## config.mk

```make
export PLATFORM = sky130hd
export DESIGN_NAME = uart_lcs
export DESIGN_NICKNAME = d
export VERILOG_FILES = /design/src/hw/uart_lcs_pkg.sv /design/src/hw/uart_lcs.sv
export SDC_FILE = /design/constraint.sdc
export NUM_CORES = 2
export LEC_CHECK = 0
export ABC_AREA = 1
export BUFFER_PORTS_ARGS = -buffer_cell sky130_fd_sc_hd__buf_2
export CORE_MARGIN = 1
export CORE_UTILIZATION = 63
export DETAILED_ROUTE_END_ITERATION = 10
export PLACE_DENSITY_LB_ADDON = 0.1
export SYNTH_ARGS = -nofsm -noshare
export SYNTH_HDL_FRONTEND = slang
export SYNTH_SLANG_ARGS = --single-unit
```

## constraint.sdc

```tcl
create_clock -name core_clk -period 4.67 [get_ports core_clk]
set_input_delay 0.934 -clock core_clk [delete_from_list [all_inputs] [get_ports core_clk]]
set_output_delay 0.934 -clock core_clk [all_outputs]
set_load 0.1 [all_outputs]
```

## src/hw/uart_lcs_pkg.sv

```systemverilog
// Constants for one serial channel: register map, field positions, reset
// values and bit timing.
// Assumes an 8-slot register window reached over a plain strobe port.
package uart_lcs_pkg;

  // ****************************************************************
  // Register offsets
  // ****************************************************************
  localparam logic [2:0] ADDR_DATA = 3'h0; // Receive/transmit data, divisor low
  localparam logic [2:0] ADDR_IEN = 3'h1; // Interrupt enable, divisor high
  localparam logic [2:0] ADDR_FIFO = 3'h2; // FIFO control / status, enhanced
  localparam logic [2:0] ADDR_LCTL = 3'h3; // line_control
  localparam logic [2:0] ADDR_MCTL = 3'h4; // modem_control
  localparam logic [2:0] ADDR_LSTAT = 3'h5; // line_status
  localparam logic [2:0] ADDR_MSTAT = 3'h6; // Owned by a neighbour, reads zero
  localparam logic [2:0] ADDR_SCRATCH = 3'h7; // Scratch

  // ****************************************************************
  // Field positions
  // ****************************************************************
  localparam int LC_STOP = 2;
  localparam int LC_PEN = 3;
  localparam int LC_EVEN = 4;
  localparam int LC_FORCE = 5;
  localparam int LC_BREAK = 6;
  localparam int LC_DLAB = 7;
  localparam int MC_DTR = 0;
  localparam int MC_RTS = 1;
  localparam int MC_OUT1 = 2;
  localparam int MC_INTEN = 3;
  localparam int MC_LOOP = 4;
  localparam int MC_XANY = 5;
  localparam int MC_IR = 6;
  localparam int MC_PRESC = 7;
  localparam int IE_RX = 0;
  localparam int IE_TXE = 1;
  localparam int IE_LINE = 2;
  localparam int FC_EN = 0;
  localparam int FC_RXCLR = 1;
  localparam int FC_TXCLR = 2;
  localparam int EF_ARTS = 6;
  localparam int EF_ACTS = 7;

  // ****************************************************************
  // Reset values
  // ****************************************************************
  localparam logic [7:0] LCTL_RST = 8'h00;
  localparam logic [7:0] MCTL_RST = 8'h00;
  localparam logic [15:0] DIV_RST = 16'h0001;

  // ****************************************************************
  // Bit timing, in sample ticks
  // ****************************************************************
  localparam logic [5:0] TICK_BIT_LAST = 6'h0f; // 16 ticks per bit
  localparam logic [5:0] TICK_HALF_LAST = 6'h07; // Mid start bit
  localparam logic [5:0] TICK_STOP15_LAST = 6'h17; // 1.5 stop bits
  localparam logic [5:0] TICK_STOP2_LAST = 6'h1f; // 2 stop bits
  localparam logic [1:0] PRESC_LAST = 2'h3; // Extra divide by four
  localparam logic [3:0] IR_PULSE_TICKS = 4'h3; // 3/16 bit pulse
  localparam logic [4:0] IR_HOLD_TICKS = 5'h10; // Decoded zero lasts a bit

  typedef enum {TX_IDLE, TX_START, TX_DATA, TX_PARITY, TX_STOP} tx_state_e;
  typedef enum {RX_IDLE, RX_START, RX_DATA, RX_PARITY, RX_STOP} rx_state_e;

endpackage

```

## src/hw/uart_lcs.sv

```systemverilog
// One asynchronous serial channel: line control, modem control, line
// status, transmit/receive shifters with FIFOs, infrared coding, loopback.
// Assumes the host bus is synchronous to core_clk; serial and modem pins
// are asynchronous and are synchronised here.
//
// The address-and-strobe port and the address map are this design's own decisions.
module uart_lcs #(
  parameter int RX_DEPTH = 128,
  parameter int TX_DEPTH = 128,
  parameter int RTS_LEVEL = 64
) (
  input wire logic core_clk,
  input wire logic rst,
  input wire logic [2:0] addr,
  input wire logic [7:0] wr_data,
  input wire logic wr_en,
  input wire logic rd_en,
  output logic [7:0] rd_data,
  output logic tx,
  input wire logic rx,
  output logic dtr_n,
  output logic rts_n,
  input wire logic cts_n,
  input wire logic dsr_n,
  input wire logic ri_n,
  input wire logic cd_n,
  output logic user_output_one_n,
  output logic modem_cts,
  output logic modem_dsr,
  output logic modem_ri,
  output logic modem_cd,
  output logic irq_out,
  output logic irq_oe,
  output logic xon_any_resume
);
  import uart_lcs_pkg::*;

  localparam int RAW = $clog2(RX_DEPTH);
  localparam int TAW = $clog2(TX_DEPTH);
  localparam logic [RAW:0] RX_CAP = (RAW + 1)'(RX_DEPTH);
  localparam logic [TAW:0] TX_CAP = (TAW + 1)'(TX_DEPTH);
  localparam logic [RAW:0] RTS_CAP = (RAW + 1)'(RTS_LEVEL);

  // ****************************************************************
  // Helpers
  // ****************************************************************
  // Keeps only the bits of the selected character length
  function automatic logic [7:0] len_mask(input logic [1:0] len);
    len_mask = 8'hff >> (2'h3 - len);
  endfunction

  // Parity bit for a character under the current line format
  function automatic logic parity_of(input logic [7:0] d, input logic [7:0] lc);
    logic ones;
    ones = ^(d & len_mask(lc[1:0]));
    if (lc[LC_FORCE])
      parity_of = ~lc[LC_EVEN];
    else
      parity_of = lc[LC_EVEN] ? ones : ~ones;
  endfunction

  logic [7:0] line_control_reg;
  logic [7:0] modem_control_reg;
  logic [7:0] ien_reg;
  logic [7:0] scratch_reg;
  logic [7:0] enhanced_feature_register;
  logic [15:0] divisor_reg;
  logic fifo_en_reg;
  logic overrun_reg;
  logic [5:0] sync1_reg;
  logic [5:0] sync2_reg;
  logic dlab;
  logic loop_on;
  logic ir_on;
  logic wr_data_slot;
  logic rd_data_slot;
  logic rd_lstat;
  logic fifo_ctl_wr;

  assign dlab = line_control_reg[LC_DLAB];
  assign loop_on = modem_control_reg[MC_LOOP];
  assign ir_on = modem_control_reg[MC_IR];
  assign wr_data_slot = wr_en && addr == ADDR_DATA && !dlab;
  assign rd_data_slot = rd_en && addr == ADDR_DATA && !dlab;
  assign rd_lstat = rd_en && addr == ADDR_LSTAT;
  assign fifo_ctl_wr = wr_en && addr == ADDR_FIFO && !dlab;

  // ****************************************************************
  // Pin synchronisers: rx, cts, dsr, ri, cd, spare
  // ****************************************************************
  always_ff @(posedge core_clk)
  begin
    if (rst)
    begin
      sync1_reg <= 6'h3f;
      sync2_reg <= 6'h3f;
    end
    else
    begin
      sync1_reg <= {1'b1, cd_n, ri_n, dsr_n, cts_n, rx};
      sync2_reg <= sync1_reg;
    end
  end

  // ****************************************************************
  // Register writes
  // ****************************************************************
  // Divisor and enhanced register share slots with data/enable/FIFO
  always_ff @(posedge core_clk)
  begin
    if (rst)
    begin
      line_control_reg <= LCTL_RST;
      modem_control_reg <= MCTL_RST;
      ien_reg <= 8'h00;
      scratch_reg <= 8'h00;
      enhanced_feature_register <= 8'h00;
      divisor_reg <= DIV_RST;
      fifo_en_reg <= 1'b0;
    end
    else if (wr_en)
    begin
      case (addr)
        ADDR_DATA: if (dlab) divisor_reg[7:0] <= wr_data;
        ADDR_IEN:
          if (dlab)
            divisor_reg[15:8] <= wr_data;
          else
            ien_reg <= wr_data;
        ADDR_FIFO:
          if (dlab)
            enhanced_feature_register <= wr_data;
          else
            fifo_en_reg <= wr_data[FC_EN];
        ADDR_LCTL: line_control_reg <= wr_data;
        ADDR_MCTL: modem_control_reg <= wr_data;
        ADDR_SCRATCH: scratch_reg <= wr_data;
        default: ;
      endcase
    end
  end

  // ****************************************************************
  // Baud generator
  // ****************************************************************
  // Sample tick = clock / (1 or 4) / divisor; a bit spans 16 ticks
  logic [1:0] presc_reg;
  logic [15:0] div_cnt_reg;
  logic pre_tick;
  logic tick;

  assign pre_tick = !modem_control_reg[MC_PRESC] || presc_reg == PRESC_LAST;
  assign tick = pre_tick && div_cnt_reg <= 16'h0001;

  always_ff @(posedge core_clk)
  begin
    if (rst)
    begin
      presc_reg <= 2'h0;
      div_cnt_reg <= DIV_RST;
    end
    else
    begin
      presc_reg <= presc_reg + 2'h1;
      if (tick)
        div_cnt_reg <= divisor_reg;
      else if (pre_tick)
        div_cnt_reg <= div_cnt_reg - 16'h0001;
    end
  end

  // ****************************************************************
  // Transmit FIFO
  // ****************************************************************
  logic [7:0] tx_mem [TX_DEPTH];
  logic [TAW-1:0] tx_wp_reg;
  logic [TAW-1:0] tx_rp_reg;
  logic [TAW:0] tx_cnt_reg;
  logic tx_full;
  logic tx_push;
  logic tx_load;

  // Without FIFO mode the store holds one character
  assign tx_full = fifo_en_reg ? tx_cnt_reg == TX_CAP : tx_cnt_reg != '0;
  assign tx_push = wr_data_slot && !tx_full;

  always_ff @(posedge core_clk)
  begin
    if (tx_push)
      tx_mem[tx_wp_reg] <= wr_data;
  end

  always_ff @(posedge core_clk)
  begin
    if (rst || (fifo_ctl_wr && wr_data[FC_TXCLR]))
    begin
      tx_wp_reg <= '0;
      tx_rp_reg <= '0;
      tx_cnt_reg <= '0;
    end
    else
    begin
      if (tx_push)
        tx_wp_reg <= tx_wp_reg + 1'b1;
      if (tx_load)
        tx_rp_reg <= tx_rp_reg + 1'b1;
      tx_cnt_reg <= tx_cnt_reg + (TAW + 1)'(tx_push) - (TAW + 1)'(tx_load);
    end
  end

  // ****************************************************************
  // Transmit shifter
  // ****************************************************************
  tx_state_e tx_state_reg;
  logic [5:0] tx_tick_reg;
  logic [2:0] tx_idx_reg;
  logic [7:0] tx_shift_reg;
  logic tx_par_reg;
  logic tx_line_reg;
  logic cts_active;
  logic tx_serial;
  logic [5:0] tx_last;

  assign cts_active = loop_on ? modem_control_reg[MC_RTS] : ~sync2_reg[1];
  assign tx_load = tick && tx_state_reg == TX_IDLE && tx_cnt_reg != '0 &&
                   !(enhanced_feature_register[EF_ACTS] && !cts_active);
  assign tx_last = tx_state_reg != TX_STOP ? TICK_BIT_LAST :
                   !line_control_reg[LC_STOP] ? TICK_BIT_LAST :
                   line_control_reg[1:0] == 2'h0 ? TICK_STOP15_LAST :
                   TICK_STOP2_LAST;

  always_ff @(posedge core_clk)
  begin
    if (rst)
    begin
      tx_state_reg <= TX_IDLE;
      tx_tick_reg <= 6'h00;
      tx_idx_reg <= 3'h0;
      tx_shift_reg <= 8'h00;
      tx_par_reg <= 1'b0;
      tx_line_reg <= 1'b1;
    end
    else if (tx_load)
    begin
      tx_shift_reg <= tx_mem[tx_rp_reg];
      tx_par_reg <= parity_of(tx_mem[tx_rp_reg], line_control_reg);
      tx_line_reg <= 1'b0;
      tx_tick_reg <= 6'h00;
      tx_state_reg <= TX_START;
    end
    else if (tick)
    begin
      tx_tick_reg <= tx_tick_reg + 6'h01;
      if (tx_state_reg != TX_IDLE && tx_tick_reg == tx_last)
      begin
        tx_tick_reg <= 6'h00;
        case (tx_state_reg)
          TX_START:
          begin
            tx_line_reg <= tx_shift_reg[0];
            tx_idx_reg <= 3'h0;
            tx_state_reg <= TX_DATA;
          end
          TX_DATA:
          begin
            tx_shift_reg <= tx_shift_reg >> 1;
            tx_idx_reg <= tx_idx_reg + 3'h1;
            tx_line_reg <= tx_shift_reg[1];
            if (tx_idx_reg == {1'b1, line_control_reg[1:0]})
            begin
              if (line_control_reg[LC_PEN])
              begin
                tx_line_reg <= tx_par_reg;
                tx_state_reg <= TX_PARITY;
              end
              else
              begin
                tx_line_reg <= 1'b1;
                tx_state_reg <= TX_STOP;
              end
            end
          end
          TX_PARITY:
          begin
            tx_line_reg <= 1'b1;
            tx_state_reg <= TX_STOP;
          end
          default:
            tx_state_reg <= TX_IDLE;
        endcase
      end
    end
  end

  // Break overrides the stream; loopback parks the pin high
  assign tx_serial = tx_line_reg && !line_control_reg[LC_BREAK];

  always_comb
  begin
    if (loop_on)
      tx = 1'b1;
    else if (ir_on)
      tx = !tx_serial && tx_tick_reg[3:0] < IR_PULSE_TICKS;
    else
      tx = tx_serial;
  end

  // ****************************************************************
  // Receive input selection and infrared decoding
  // ****************************************************************
  logic [4:0] ir_hold_reg;
  logic rx_in;

  always_ff @(posedge core_clk)
  begin
    if (rst)
      ir_hold_reg <= 5'h00;
    else if (ir_on && sync2_reg[0])
      ir_hold_reg <= IR_HOLD_TICKS;
    else if (tick && ir_hold_reg != 5'h00)
      ir_hold_reg <= ir_hold_reg - 5'h01;
  end

  assign rx_in = loop_on ? tx_serial : ir_on ? ir_hold_reg == 5'h00 : sync2_reg[0];

  // ****************************************************************
  // Receive shifter
  // ****************************************************************
  rx_state_e rx_state_reg;
  logic [5:0] rx_tick_reg;
  logic [2:0] rx_idx_reg;
  logic [7:0] rx_shift_reg;
  logic rx_pbit_reg;
  logic rx_zero_reg;
  logic brk_wait_reg;
  logic rx_done_reg;
  logic [10:0] rx_word_reg;
  logic [7:0] rx_aligned;

  assign rx_aligned = rx_shift_reg >> (2'h3 - line_control_reg[1:0]);

  always_ff @(posedge core_clk)
  begin
    if (rst)
    begin
      rx_state_reg <= RX_IDLE;
      rx_tick_reg <= 6'h00;
      rx_idx_reg <= 3'h0;
      rx_shift_reg <= 8'h00;
      rx_pbit_reg <= 1'b0;
      rx_zero_reg <= 1'b0;
      brk_wait_reg <= 1'b0;
      rx_done_reg <= 1'b0;
      rx_word_reg <= 11'h000;
    end
    else
    begin
      rx_done_reg <= 1'b0;
      if (tick)
      begin
        rx_tick_reg <= rx_tick_reg + 6'h01;
        case (rx_state_reg)
          RX_IDLE:
          begin
            rx_tick_reg <= 6'h00;
            if (rx_in)
              brk_wait_reg <= 1'b0;
            else if (!brk_wait_reg)
              rx_state_reg <= RX_START;
          end
          RX_START:
            if (rx_tick_reg == TICK_HALF_LAST)
            begin
              rx_tick_reg <= 6'h00;
              rx_idx_reg <= 3'h0;
              rx_zero_reg <= 1'b1;
              rx_state_reg <= rx_in ? RX_IDLE : RX_DATA;
            end
          RX_DATA:
            if (rx_tick_reg == TICK_BIT_LAST)
            begin
              rx_tick_reg <= 6'h00;
              rx_shift_reg <= {rx_in, rx_shift_reg[7:1]};
              rx_zero_reg <= rx_zero_reg && !rx_in;
              rx_idx_reg <= rx_idx_reg + 3'h1;
              if (rx_idx_reg == {1'b1, line_control_reg[1:0]})
                rx_state_reg <= line_control_reg[LC_PEN] ? RX_PARITY : RX_STOP;
            end
          RX_PARITY:
            if (rx_tick_reg == TICK_BIT_LAST)
            begin
              rx_tick_reg <= 6'h00;
              rx_pbit_reg <= rx_in;
              rx_zero_reg <= rx_zero_reg && !rx_in;
              rx_state_reg <= RX_STOP;
            end
          default:
            if (rx_tick_reg == TICK_BIT_LAST)
            begin
              rx_state_reg <= RX_IDLE;
              rx_done_reg <= 1'b1;
              rx_word_reg[7:0] <= rx_aligned;
              rx_word_reg[8] <= line_control_reg[LC_PEN] &&
                rx_pbit_reg != parity_of(rx_aligned, line_control_reg);
              rx_word_reg[9] <= !rx_in;
              rx_word_reg[10] <= rx_zero_reg && !rx_in;
              brk_wait_reg <= rx_zero_reg && !rx_in;
            end
        endcase
      end
    end
  end

  // ****************************************************************
  // Receive FIFO: {break, framing, parity, data}
  // ****************************************************************
  logic [10:0] rx_mem [RX_DEPTH];
  logic [RAW-1:0] rx_wp_reg;
  logic [RAW-1:0] rx_rp_reg;
  logic [RAW:0] rx_cnt_reg;
  logic rx_full;
  logic rx_push;
  logic rx_pop;
  logic [10:0] rx_top;

  assign rx_full = fifo_en_reg ? rx_cnt_reg == RX_CAP : rx_cnt_reg != '0;
  assign rx_push = rx_done_reg && !rx_full;
  assign rx_pop = rd_data_slot && rx_cnt_reg != '0;
  assign rx_top = rx_cnt_reg != '0 ? rx_mem[rx_rp_reg] : 11'h000;

  always_ff @(posedge core_clk)
  begin
    if (rx_push)
      rx_mem[rx_wp_reg] <= rx_word_reg;
  end

  always_ff @(posedge core_clk)
  begin
    if (rst || (fifo_ctl_wr && wr_data[FC_RXCLR]))
    begin
      rx_wp_reg <= '0;
      rx_rp_reg <= '0;
      rx_cnt_reg <= '0;
    end
    else
    begin
      if (rx_push)
        rx_wp_reg <= rx_wp_reg + 1'b1;
      if (rx_pop)
        rx_rp_reg <= rx_rp_reg + 1'b1;
      rx_cnt_reg <= rx_cnt_reg + (RAW + 1)'(rx_push) - (RAW + 1)'(rx_pop);
    end
  end

  // Overrun is sticky until line status is read; a new one wins
  always_ff @(posedge core_clk)
  begin
    if (rst)
      overrun_reg <= 1'b0;
    else if (rx_done_reg && rx_full)
      overrun_reg <= 1'b1;
    else if (rd_lstat)
      overrun_reg <= 1'b0;
  end

  // ****************************************************************
  // Line status and read port
  // ****************************************************************
  logic [7:0] line_status;
  logic irq;

  always_comb
  begin
    line_status = 8'h00;
    line_status[0] = rx_cnt_reg != '0;
    line_status[1] = overrun_reg;
    line_status[2] = rx_top[8];
    line_status[3] = rx_top[9];
    line_status[4] = rx_top[10];
    line_status[5] = tx_cnt_reg == '0;
    line_status[6] = tx_cnt_reg == '0 && tx_state_reg == TX_IDLE;
  end

  assign irq = (ien_reg[IE_RX] && line_status[0]) ||
               (ien_reg[IE_TXE] && line_status[5]) ||
               (ien_reg[IE_LINE] && |line_status[4:1]);

  always_ff @(posedge core_clk)
  begin
    if (rst)
      rd_data <= 8'h00;
    else if (rd_en)
    begin
      case (addr)
        ADDR_DATA: rd_data <= dlab ? divisor_reg[7:0] : rx_top[7:0];
        ADDR_IEN: rd_data <= dlab ? divisor_reg[15:8] : ien_reg;
        ADDR_FIFO: rd_data <= dlab ? enhanced_feature_register :
                              {fifo_en_reg, fifo_en_reg, 5'h00, !irq};
        ADDR_LCTL: rd_data <= line_control_reg;
        ADDR_MCTL: rd_data <= modem_control_reg;
        ADDR_LSTAT: rd_data <= line_status;
        ADDR_SCRATCH: rd_data <= scratch_reg;
        default: rd_data <= 8'h00;
      endcase
    end
  end

  // ****************************************************************
  // Modem lines, interrupt pin, resume pulse
  // ****************************************************************
  always_ff @(posedge core_clk)
  begin
    if (rst)
    begin
      irq_out <= 1'b0;
      xon_any_resume <= 1'b0;
    end
    else
    begin
      irq_out <= irq;
      xon_any_resume <= rx_push && modem_control_reg[MC_XANY];
    end
  end

  assign irq_oe = modem_control_reg[MC_INTEN];
  assign dtr_n = loop_on || !modem_control_reg[MC_DTR];
  assign rts_n = loop_on ? 1'b1 :
                 enhanced_feature_register[EF_ARTS] ? rx_cnt_reg >= RTS_CAP :
                 !modem_control_reg[MC_RTS];
  assign user_output_one_n = !(loop_on && modem_control_reg[MC_OUT1]);
  assign modem_cts = cts_active;
  assign modem_dsr = loop_on ? modem_control_reg[MC_DTR] : !sync2_reg[2];
  assign modem_ri = loop_on ? modem_control_reg[MC_OUT1] : !sync2_reg[3];
  assign modem_cd = loop_on ? modem_control_reg[MC_INTEN] : !sync2_reg[4];

endmodule

```

Yosys cells after proc, flatten, opt, wreduce, memory -nomap -nowiden
Memories as Yosys holds them, arrays and structs flattened. A register that Yosys moved wholly into a read port is not among the register bits.
Cells that the tools add are included.
{"block": "totals", "wordCells": 291, "out_inout_bits": 19, "in_bits": 20, "mem_count": 2, "register_bits": 260, "ramBits": 2432}
{"name": "rx_mem", "words": 128, "word_bits": 11, "read_ports": 1, "rd_ports_with_merged_regs": 1, "wr": 1, "line": "uart_lcs.sv:417", "text": "logic [10:0] rx_mem [RX_DEPTH];"}
{"name": "tx_mem", "words": 128, "word_bits": 8, "read_ports": 1, "rd_ports_with_merged_regs": 1, "wr": 1, "line": "uart_lcs.sv:175", "text": "logic [7:0] tx_mem [TX_DEPTH];"}
{"block": "classes", "magnitude_cmp": 3, "add_sub_neg": 16, "mux": 81, "n_reduce_logical": 104, "shifts": 2, "n_eq_ne": 32, "n_bitwise": 11}
{"op": "$mux W32", "count": 8}
{"op": "$eq A32 B2 Y1 const B", "count": 4}
{"op": "$pmux W32 S4", "count": 1}
{"op": "$pmux W32 S3", "count": 1}
{"op": "$eq A32 B1 Y1 const B", "count": 2}
{"op": "$logic_not A32 Y1", "count": 2}
{"op": "$mux W8", "count": 7}
{"op": "$pmux W8 S7", "count": 1}
{"op": "$mux W1", "count": 38}
{"op": "$reduce_and A3 Y1", "count": 12}
{"op": "$mux W16", "count": 2}
{"op": "$ne A32 B4 Y1 const B", "count": 1}
{"op": "$reduce_bool A32 Y1", "count": 1}
{"op": "$logic_and A1 B1 Y1", "count": 31}
{"op": "$add A7 B1 Y7 const B", "count": 4}
{"op": "$mux W7", "count": 4}
{"op": "$mux W5", "count": 4}
{"op": "$reduce_bool A2 Y1", "count": 10}
{"op": "$mux W6", "count": 3}
{"op": "$pmux W6 S3", "count": 1}
{"op": "$add A8 B1 Y8", "count": 2}
{"op": "$and A8 B8 Y8", "count": 2}
{"op": "$eq A8 B8 Y1 const B", "count": 2}
{"op": "$le A16 B1 Y1 const B", "count": 1}
{"op": "49 further kinds", "count": 105}

Logic depth before layout (Yosys ltp)
{"block": "logic_depth", "depth_word": 13, "mapped_depth": 24, "mapped_depth_nobuf": 24}

Worst setup path after synthesis
No wires, ideal clock.
{"block": "synth_timing", "path_kind": "reg-to-reg", "from": "register modem_control_reg[4]", "to": "register tx_cnt_reg[7]", "n_path_buf": 0, "setup_time_ns": 0.072, "slack_ns": -0.190, "required_ns": 4.598, "synth_period_minus_slack_ns": 4.860, "arrival_ns": 4.789, "stages_incl_launch_ff": 21, "cell_sequence": "dfxtp_1 o21ai_0 nor2_1 nor3_1 inv_1 nor2_2 ha_1 inv_1 ha_1 a21oi_1 inv_1 a31oi_1 nor2_1 nor2_1 nor2_1 nor2_1 nor2_1 nor2_1 o21bai_1 or2_2 a21oi_1"}
{"block": "synth_between", "elab_chain_cells": 6}
{"element": "from (decl)", "line": "uart_lcs.sv:63", "text": "logic [7:0] modem_control_reg;"}
{"element": "from (signal assigned)", "line": "uart_lcs.sv:136", "text": "ADDR_MCTL: modem_control_reg <= wr_data;"}
{"element": "$mux W1", "line": "uart_lcs.sv:224", "text": "assign cts_active = loop_on ? modem_control_reg[MC_RTS] : ~sync2_reg[1];"}
{"element": "net modem_cts", "line": "uart_lcs.sv:28", "text": "output logic modem_cts,"}
{"element": "$logic_not A1 Y1", "line": "uart_lcs.sv:226", "text": "!(enhanced_feature_register[EF_ACTS] && !cts_active);"}
{"element": "$logic_and A1 B1 Y1", "line": "uart_lcs.sv:226"}
{"element": "$logic_not A1 Y1", "line": "uart_lcs.sv:226"}
{"element": "$logic_and A1 B1 Y1", "line": "uart_lcs.sv:225", "text": "assign tx_load = tick && tx_state_reg == TX_IDLE && tx_cnt_reg != '0 &&"}
{"element": "$sub A8 B1 Y8", "line": "uart_lcs.sv:207", "text": "tx_cnt_reg <= tx_cnt_reg + (TAW + 1)'(tx_push) - (TAW + 1)'(tx_load);"}
{"element": "to (signal assigned)", "line": "uart_lcs.sv:207"}
{"element": "to (decl)", "line": "uart_lcs.sv:178", "text": "logic [TAW:0] tx_cnt_reg;"}
The timed path passes the listed nets, and every way through them passes these cells.
A chain may end at the register's enable or synchronous reset.

Worst setup path in the final report
{"block": "layout_timing", "from": "register rx_cnt_reg[4]", "to": "memory rx_mem[95][7] (enable)"}
{"block": "layout_between", "elab_chain_cells": 6, "elab_cells_between_ends": 7, "cone_classes": "eq/ne: 1; mux: 3; reduce/logical: 3"}
{"element": "from (decl)", "line": "uart_lcs.sv:420", "text": "logic [RAW:0] rx_cnt_reg;"}
{"element": "from (signal assigned)", "line": "uart_lcs.sv:451", "text": "rx_cnt_reg <= rx_cnt_reg + (RAW + 1)'(rx_push) - (RAW + 1)'(rx_pop);"}
{"element": "$eq A8 B8 Y1 / $reduce_bool A8 Y1 (equally long branches)", "line": "uart_lcs.sv:426", "text": "assign rx_full = fifo_en_reg ? rx_cnt_reg == RX_CAP : rx_cnt_reg != '0;"}
{"element": "$mux W1 (*)", "line": "uart_lcs.sv:426"}
{"element": "$logic_not A1 Y1 (*)", "line": "uart_lcs.sv:427", "text": "assign rx_push = rx_done_reg && !rx_full;"}
{"element": "$logic_and A1 B1 Y1 (*)", "line": "uart_lcs.sv:427"}
{"element": "$mux W1 (*)", "line": "uart_lcs.sv:433", "text": "if (rx_push)"}
{"element": "$mux W1 (not written as such) (*)", "line": "uart_lcs.sv:434", "text": "rx_mem[rx_wp_reg] <= rx_word_reg;"}
{"element": "to (decl)", "line": "uart_lcs.sv:417"}
Mark *: on every way between the ends. The rest lies on a longest branch, timed or not.

==> Flow_metrics.wiki <==
{| class="wikitable"
! Metric !! Value
|-
| Most frequent standard cell in the layout excluding fill and tap cells || sky130_fd_sc_hd__edfxtp_1
|-
| DR iter-0 viols || 10,400
|-
| Post-Synthesis Net Count || 9,434
|-
| Actual transition at the worst max-transition pin || 1314 ps
|-
| Clock buffer count from CTS || 281
|-
| Number of antenna violations at the first check in global routing || 0
|-
| Largest net degree at the start of global routing || 223
|-
| Crit path capture type || flop
|-
| Number of synthesis warnings || 0
|-
| Worst slack on hold paths || 199.8 ps
|-
| Count of different cell masters after synthesis || 58
|-
| Number of instances in the synthesized netlist || 9,375
|-
| Post-Syn Area || 108,400 sq um
|-
| H-tree depth reported by CTS || 5
|-
| Final RePlAce weighted congestion || 0.9372
|-
| Synthesized area divided by synthesized cell count || 11.57 sq um
|-
| Register with the highest flop count || rx_mem
|-
| Area of the die || 173,800 sq um
|-
| RSZ-0062 raised after global routing || no
|-
| Fraction of layout instances using a drive strength above 1 || 7.680%
|-
| Largest registers || rx_mem: 1408 flops, tx_mem: 1024 flops
|-
| Number of placed I/O pins || 39
|-
| Largest register FFs || 1,408
|-
| Final-layout fill cell count || 11,910
|-
| Via count || 74,120
|-
| Worst hold-check path type || input pin to flop
|-
| Critical path data arrival time || 4450 ps
|-
| Remaining antenna violation count after routing || 0
|-
| # port buffers || 38
|-
| Number of violations of the max-capacitance limit || 0
|-
| Final net count || 9,436
|-
| Maximum buffer depth of the clock tree || 4
|-
| Maximum fanout encountered on the critical timing path || 11
|-
| Number of standard cells in the final layout excluding fillers || 11,870
|-
| Share of the clock period used by the worst path after layout || 83.86%
|-
| Area contributors post-synth || sky130_fd_sc_hd__edfxtp_1 67%, sky130_fd_sc_hd__nand2_1 6.7%, sky130_fd_sc_hd__nand3_1 6.2%
|-
| # Post-CTS Setup Buffers || 0
|-
| Number of vias per cell || 6.247
|-
| HPWL after detailed placement || 170.3 mm
|-
| Average detailed-routed wire length per instance || 24.42 um
|-
| DRC violation count after routing || 0
|-
| Number of diodes || 0
|-
| Number of enable-type register cells in the synthesized netlist || 2,432
|-
| Total power || 51.55 mW
|-
| Num Clock Sinks || 2,648
|-
| Number of instances in the placed design || 11,390
|-
| Startpoint type of the worst setup path || flop
|-
| Buffer type at the clock tree root || sky130_fd_sc_hd__clkbuf_16
|-
| Layout area overhead || 10.04%
|-
| Gates resized, CTS repair || 0
|-
| Peak clock frequency supported by timing || 255.3 MHz
|-
| Leading area contributor after synthesis || sky130_fd_sc_hd__edfxtp_1
|-
| Total global routing track utilization || 33.15%
|-
| Crit path kind || flop to flop
|-
| Required time at the worst-slack endpoint || 5210 ps
|-
| Clk_lat worst skew || 930 ps
|-
| Clock-pin slew of the registers on the worst-case setup and hold paths || 60 ps
|-
| Die H || 416.9 um
|-
| Pre-CTS setup slack || 650.9 ps
|-
| Vias in the first global route || 69,760
|-
| Top library cells by usage in the layout, fill and taps aside || 2,432 x sky130_fd_sc_hd__edfxtp_1, 1,926 x sky130_fd_sc_hd__nand2_1, 1,338 x sky130_fd_sc_hd__nand3_1
|-
| Wire length of the first global-routing pass || 433.7 mm
|-
| Share of flip-flops with an asynchronous set or reset after synthesis || 0%
|-
| Headroom to the max-slew limit || 12.06%
|-
| Seq/Total Area, Yosys || 71.34%
|-
| Length of the first detailed-routing pass in iterations || 6
|-
| Outcome || finished, final reports clean
|-
| Largest clock skew in the final design || 47.24 ps
|-
| Core Region || 170,200 sq um
|-
| Post-placement cell area || 110,800 sq um
|-
| Worst-case vdd ir drop || 0.0004012 V
|-
| Worst Slack Setup Final || 753.6 ps
|-
| Top-area cell type share of the netlist area || 67.36%
|-
| Overflow left after global routing || 0
|-
| Final Instance Area || 119,300 sq um
|-
| Initial Util || 63.69%
|-
| Final period demand of the worst path || 3916 ps
|-
| CTS hold repair buffers || 0
|-
| Leakage power total || 44.67 nW
|-
| Utilization after layout || 70.09%
|-
| Slew Limit Fails || 0
|-
| Final total negative setup slack || 0 ps
|-
| Final count of hold timing violations || 0
|-
| Number of synthesized register bits || 2,648
|-
| Power per Cell Area || 432.1 nW/um^2
|-
| Routed wire length || 289.8 mm
|-
| Die X-Extent || 416.9 um
|-
| TritonCTS clock tree || built
|-
| Final count of negative-setup-slack endpoints || 0
|-
| Main flop type after synthesis || sky130_fd_sc_hd__edfxtp_1
|-
| Number of cell rows || 151
|}
[cell usage after synthesis, drive strengths merged, types with 3 or more instances]
cell     number
a2111oi       6
a211oi       14
a21oi       176
a221oi        4
a22o          3
a22oi         5
a31oi         7
buf         395
clkbuf      189
clkinv        6
dfxtp       216
edfxtp     2432
ha           37
inv         231
nand2      1926
nand3      1339
nand4        12
nor2       1095
nor3         41
nor3b         4
nor4          3
o2111ai       3
o211ai       14
o21a          3
o21ai       826
o21bai        4
o221ai        3
o22ai       319
o31ai         7
or2          20
xnor2         7
xor2         17
[cells by family after synthesis]
family,Yosys count,synth area share (%)
AOI/OAI and AO/OA,1401,7.062
xor gates and xnor gates,24,0.1939
adders and majority gates,39,0.4639
buffers and inverters,821,3.821
DFF,2648,71.34
muxes,1,0.009232
and+or+nand+nor,4441,17.11
[per-layer routing]
| layer | routed length, um | up-vias | share of wire (%) | track usage, % |
|---|---|---|---|---|
| met5 | 0 | - | 0 | 0 |
| met4 | 14930 | 0 | 5.2 | 15.75 |
| met3 | 27980 | 722 | 9.7 | 5.041 |
| met2 | 134900 | 4282 | 47 | 51.99 |
| met1 | 111900 | 35740 | 39 | 46.03 |
| li1 | - | 33380 | - | - |
[final timing paths]
kind,start,to,slack [ps],depth (start not counted)
hold / removal,cd_n,sync1_reg[4]$_SDFF_PP1_,200,2
hold reg to reg,sync1_reg[4]$_SDFF_PP1_,sync2_reg[4]$_SDFF_PP1_,410,1
setup / recovery,rx_cnt_reg[4]$_SDFF_PP0_,rx_mem[95][7]$_DFFE_PP_,750,12
setup reg to reg,rx_cnt_reg[4]$_SDFF_PP0_,rx_mem[95][7]$_DFFE_PP_,750,12
[cell type report]
cell class | count | area [sq um] | share of cell area [%]
clock buffers | 357 | 7620 | 6.387
clock inverters | 119 | 862.1 | 0.7225
inverters | 237 | 935.9 | 0.7844
multi-input cells | 5906 | 26950 | 22.59
flip-flops and latches | 2648 | 77420 | 64.89
well taps | 2295 | 2872 | 2.407
repair buffers | 303 | 2650 | 2.221
[worst max-delay path: stages (launching register included)]
cell and delay, ps:
sky130_fd_sc_hd__dfxtp_1 320, sky130_fd_sc_hd__inv_1 80, sky130_fd_sc_hd__ha_1 140, sky130_fd_sc_hd__nand3_1 70, sky130_fd_sc_hd__inv_1 80, sky130_fd_sc_hd__nand2_1 250
sky130_fd_sc_hd__nand2_1 170, sky130_fd_sc_hd__nand3_1 300, sky130_fd_sc_hd__inv_1 300, sky130_fd_sc_hd__nand2_1 550, sky130_fd_sc_hd__nor2_1 340, sky130_fd_sc_hd__inv_1 170
sky130_fd_sc_hd__nor3_2 740
[power breakdown]
part | total, mW | switching [mW] | internal (mW)
Combinational | 4.67 | 3.31 | 1.36
Clock | 21.0 | 8.83 | 12.1
Sequential | 25.9 | 0.122 | 25.8
Total | 51.6 | 12.3 | 39.3
Note: power is estimated with default switching activity, not from simulation.
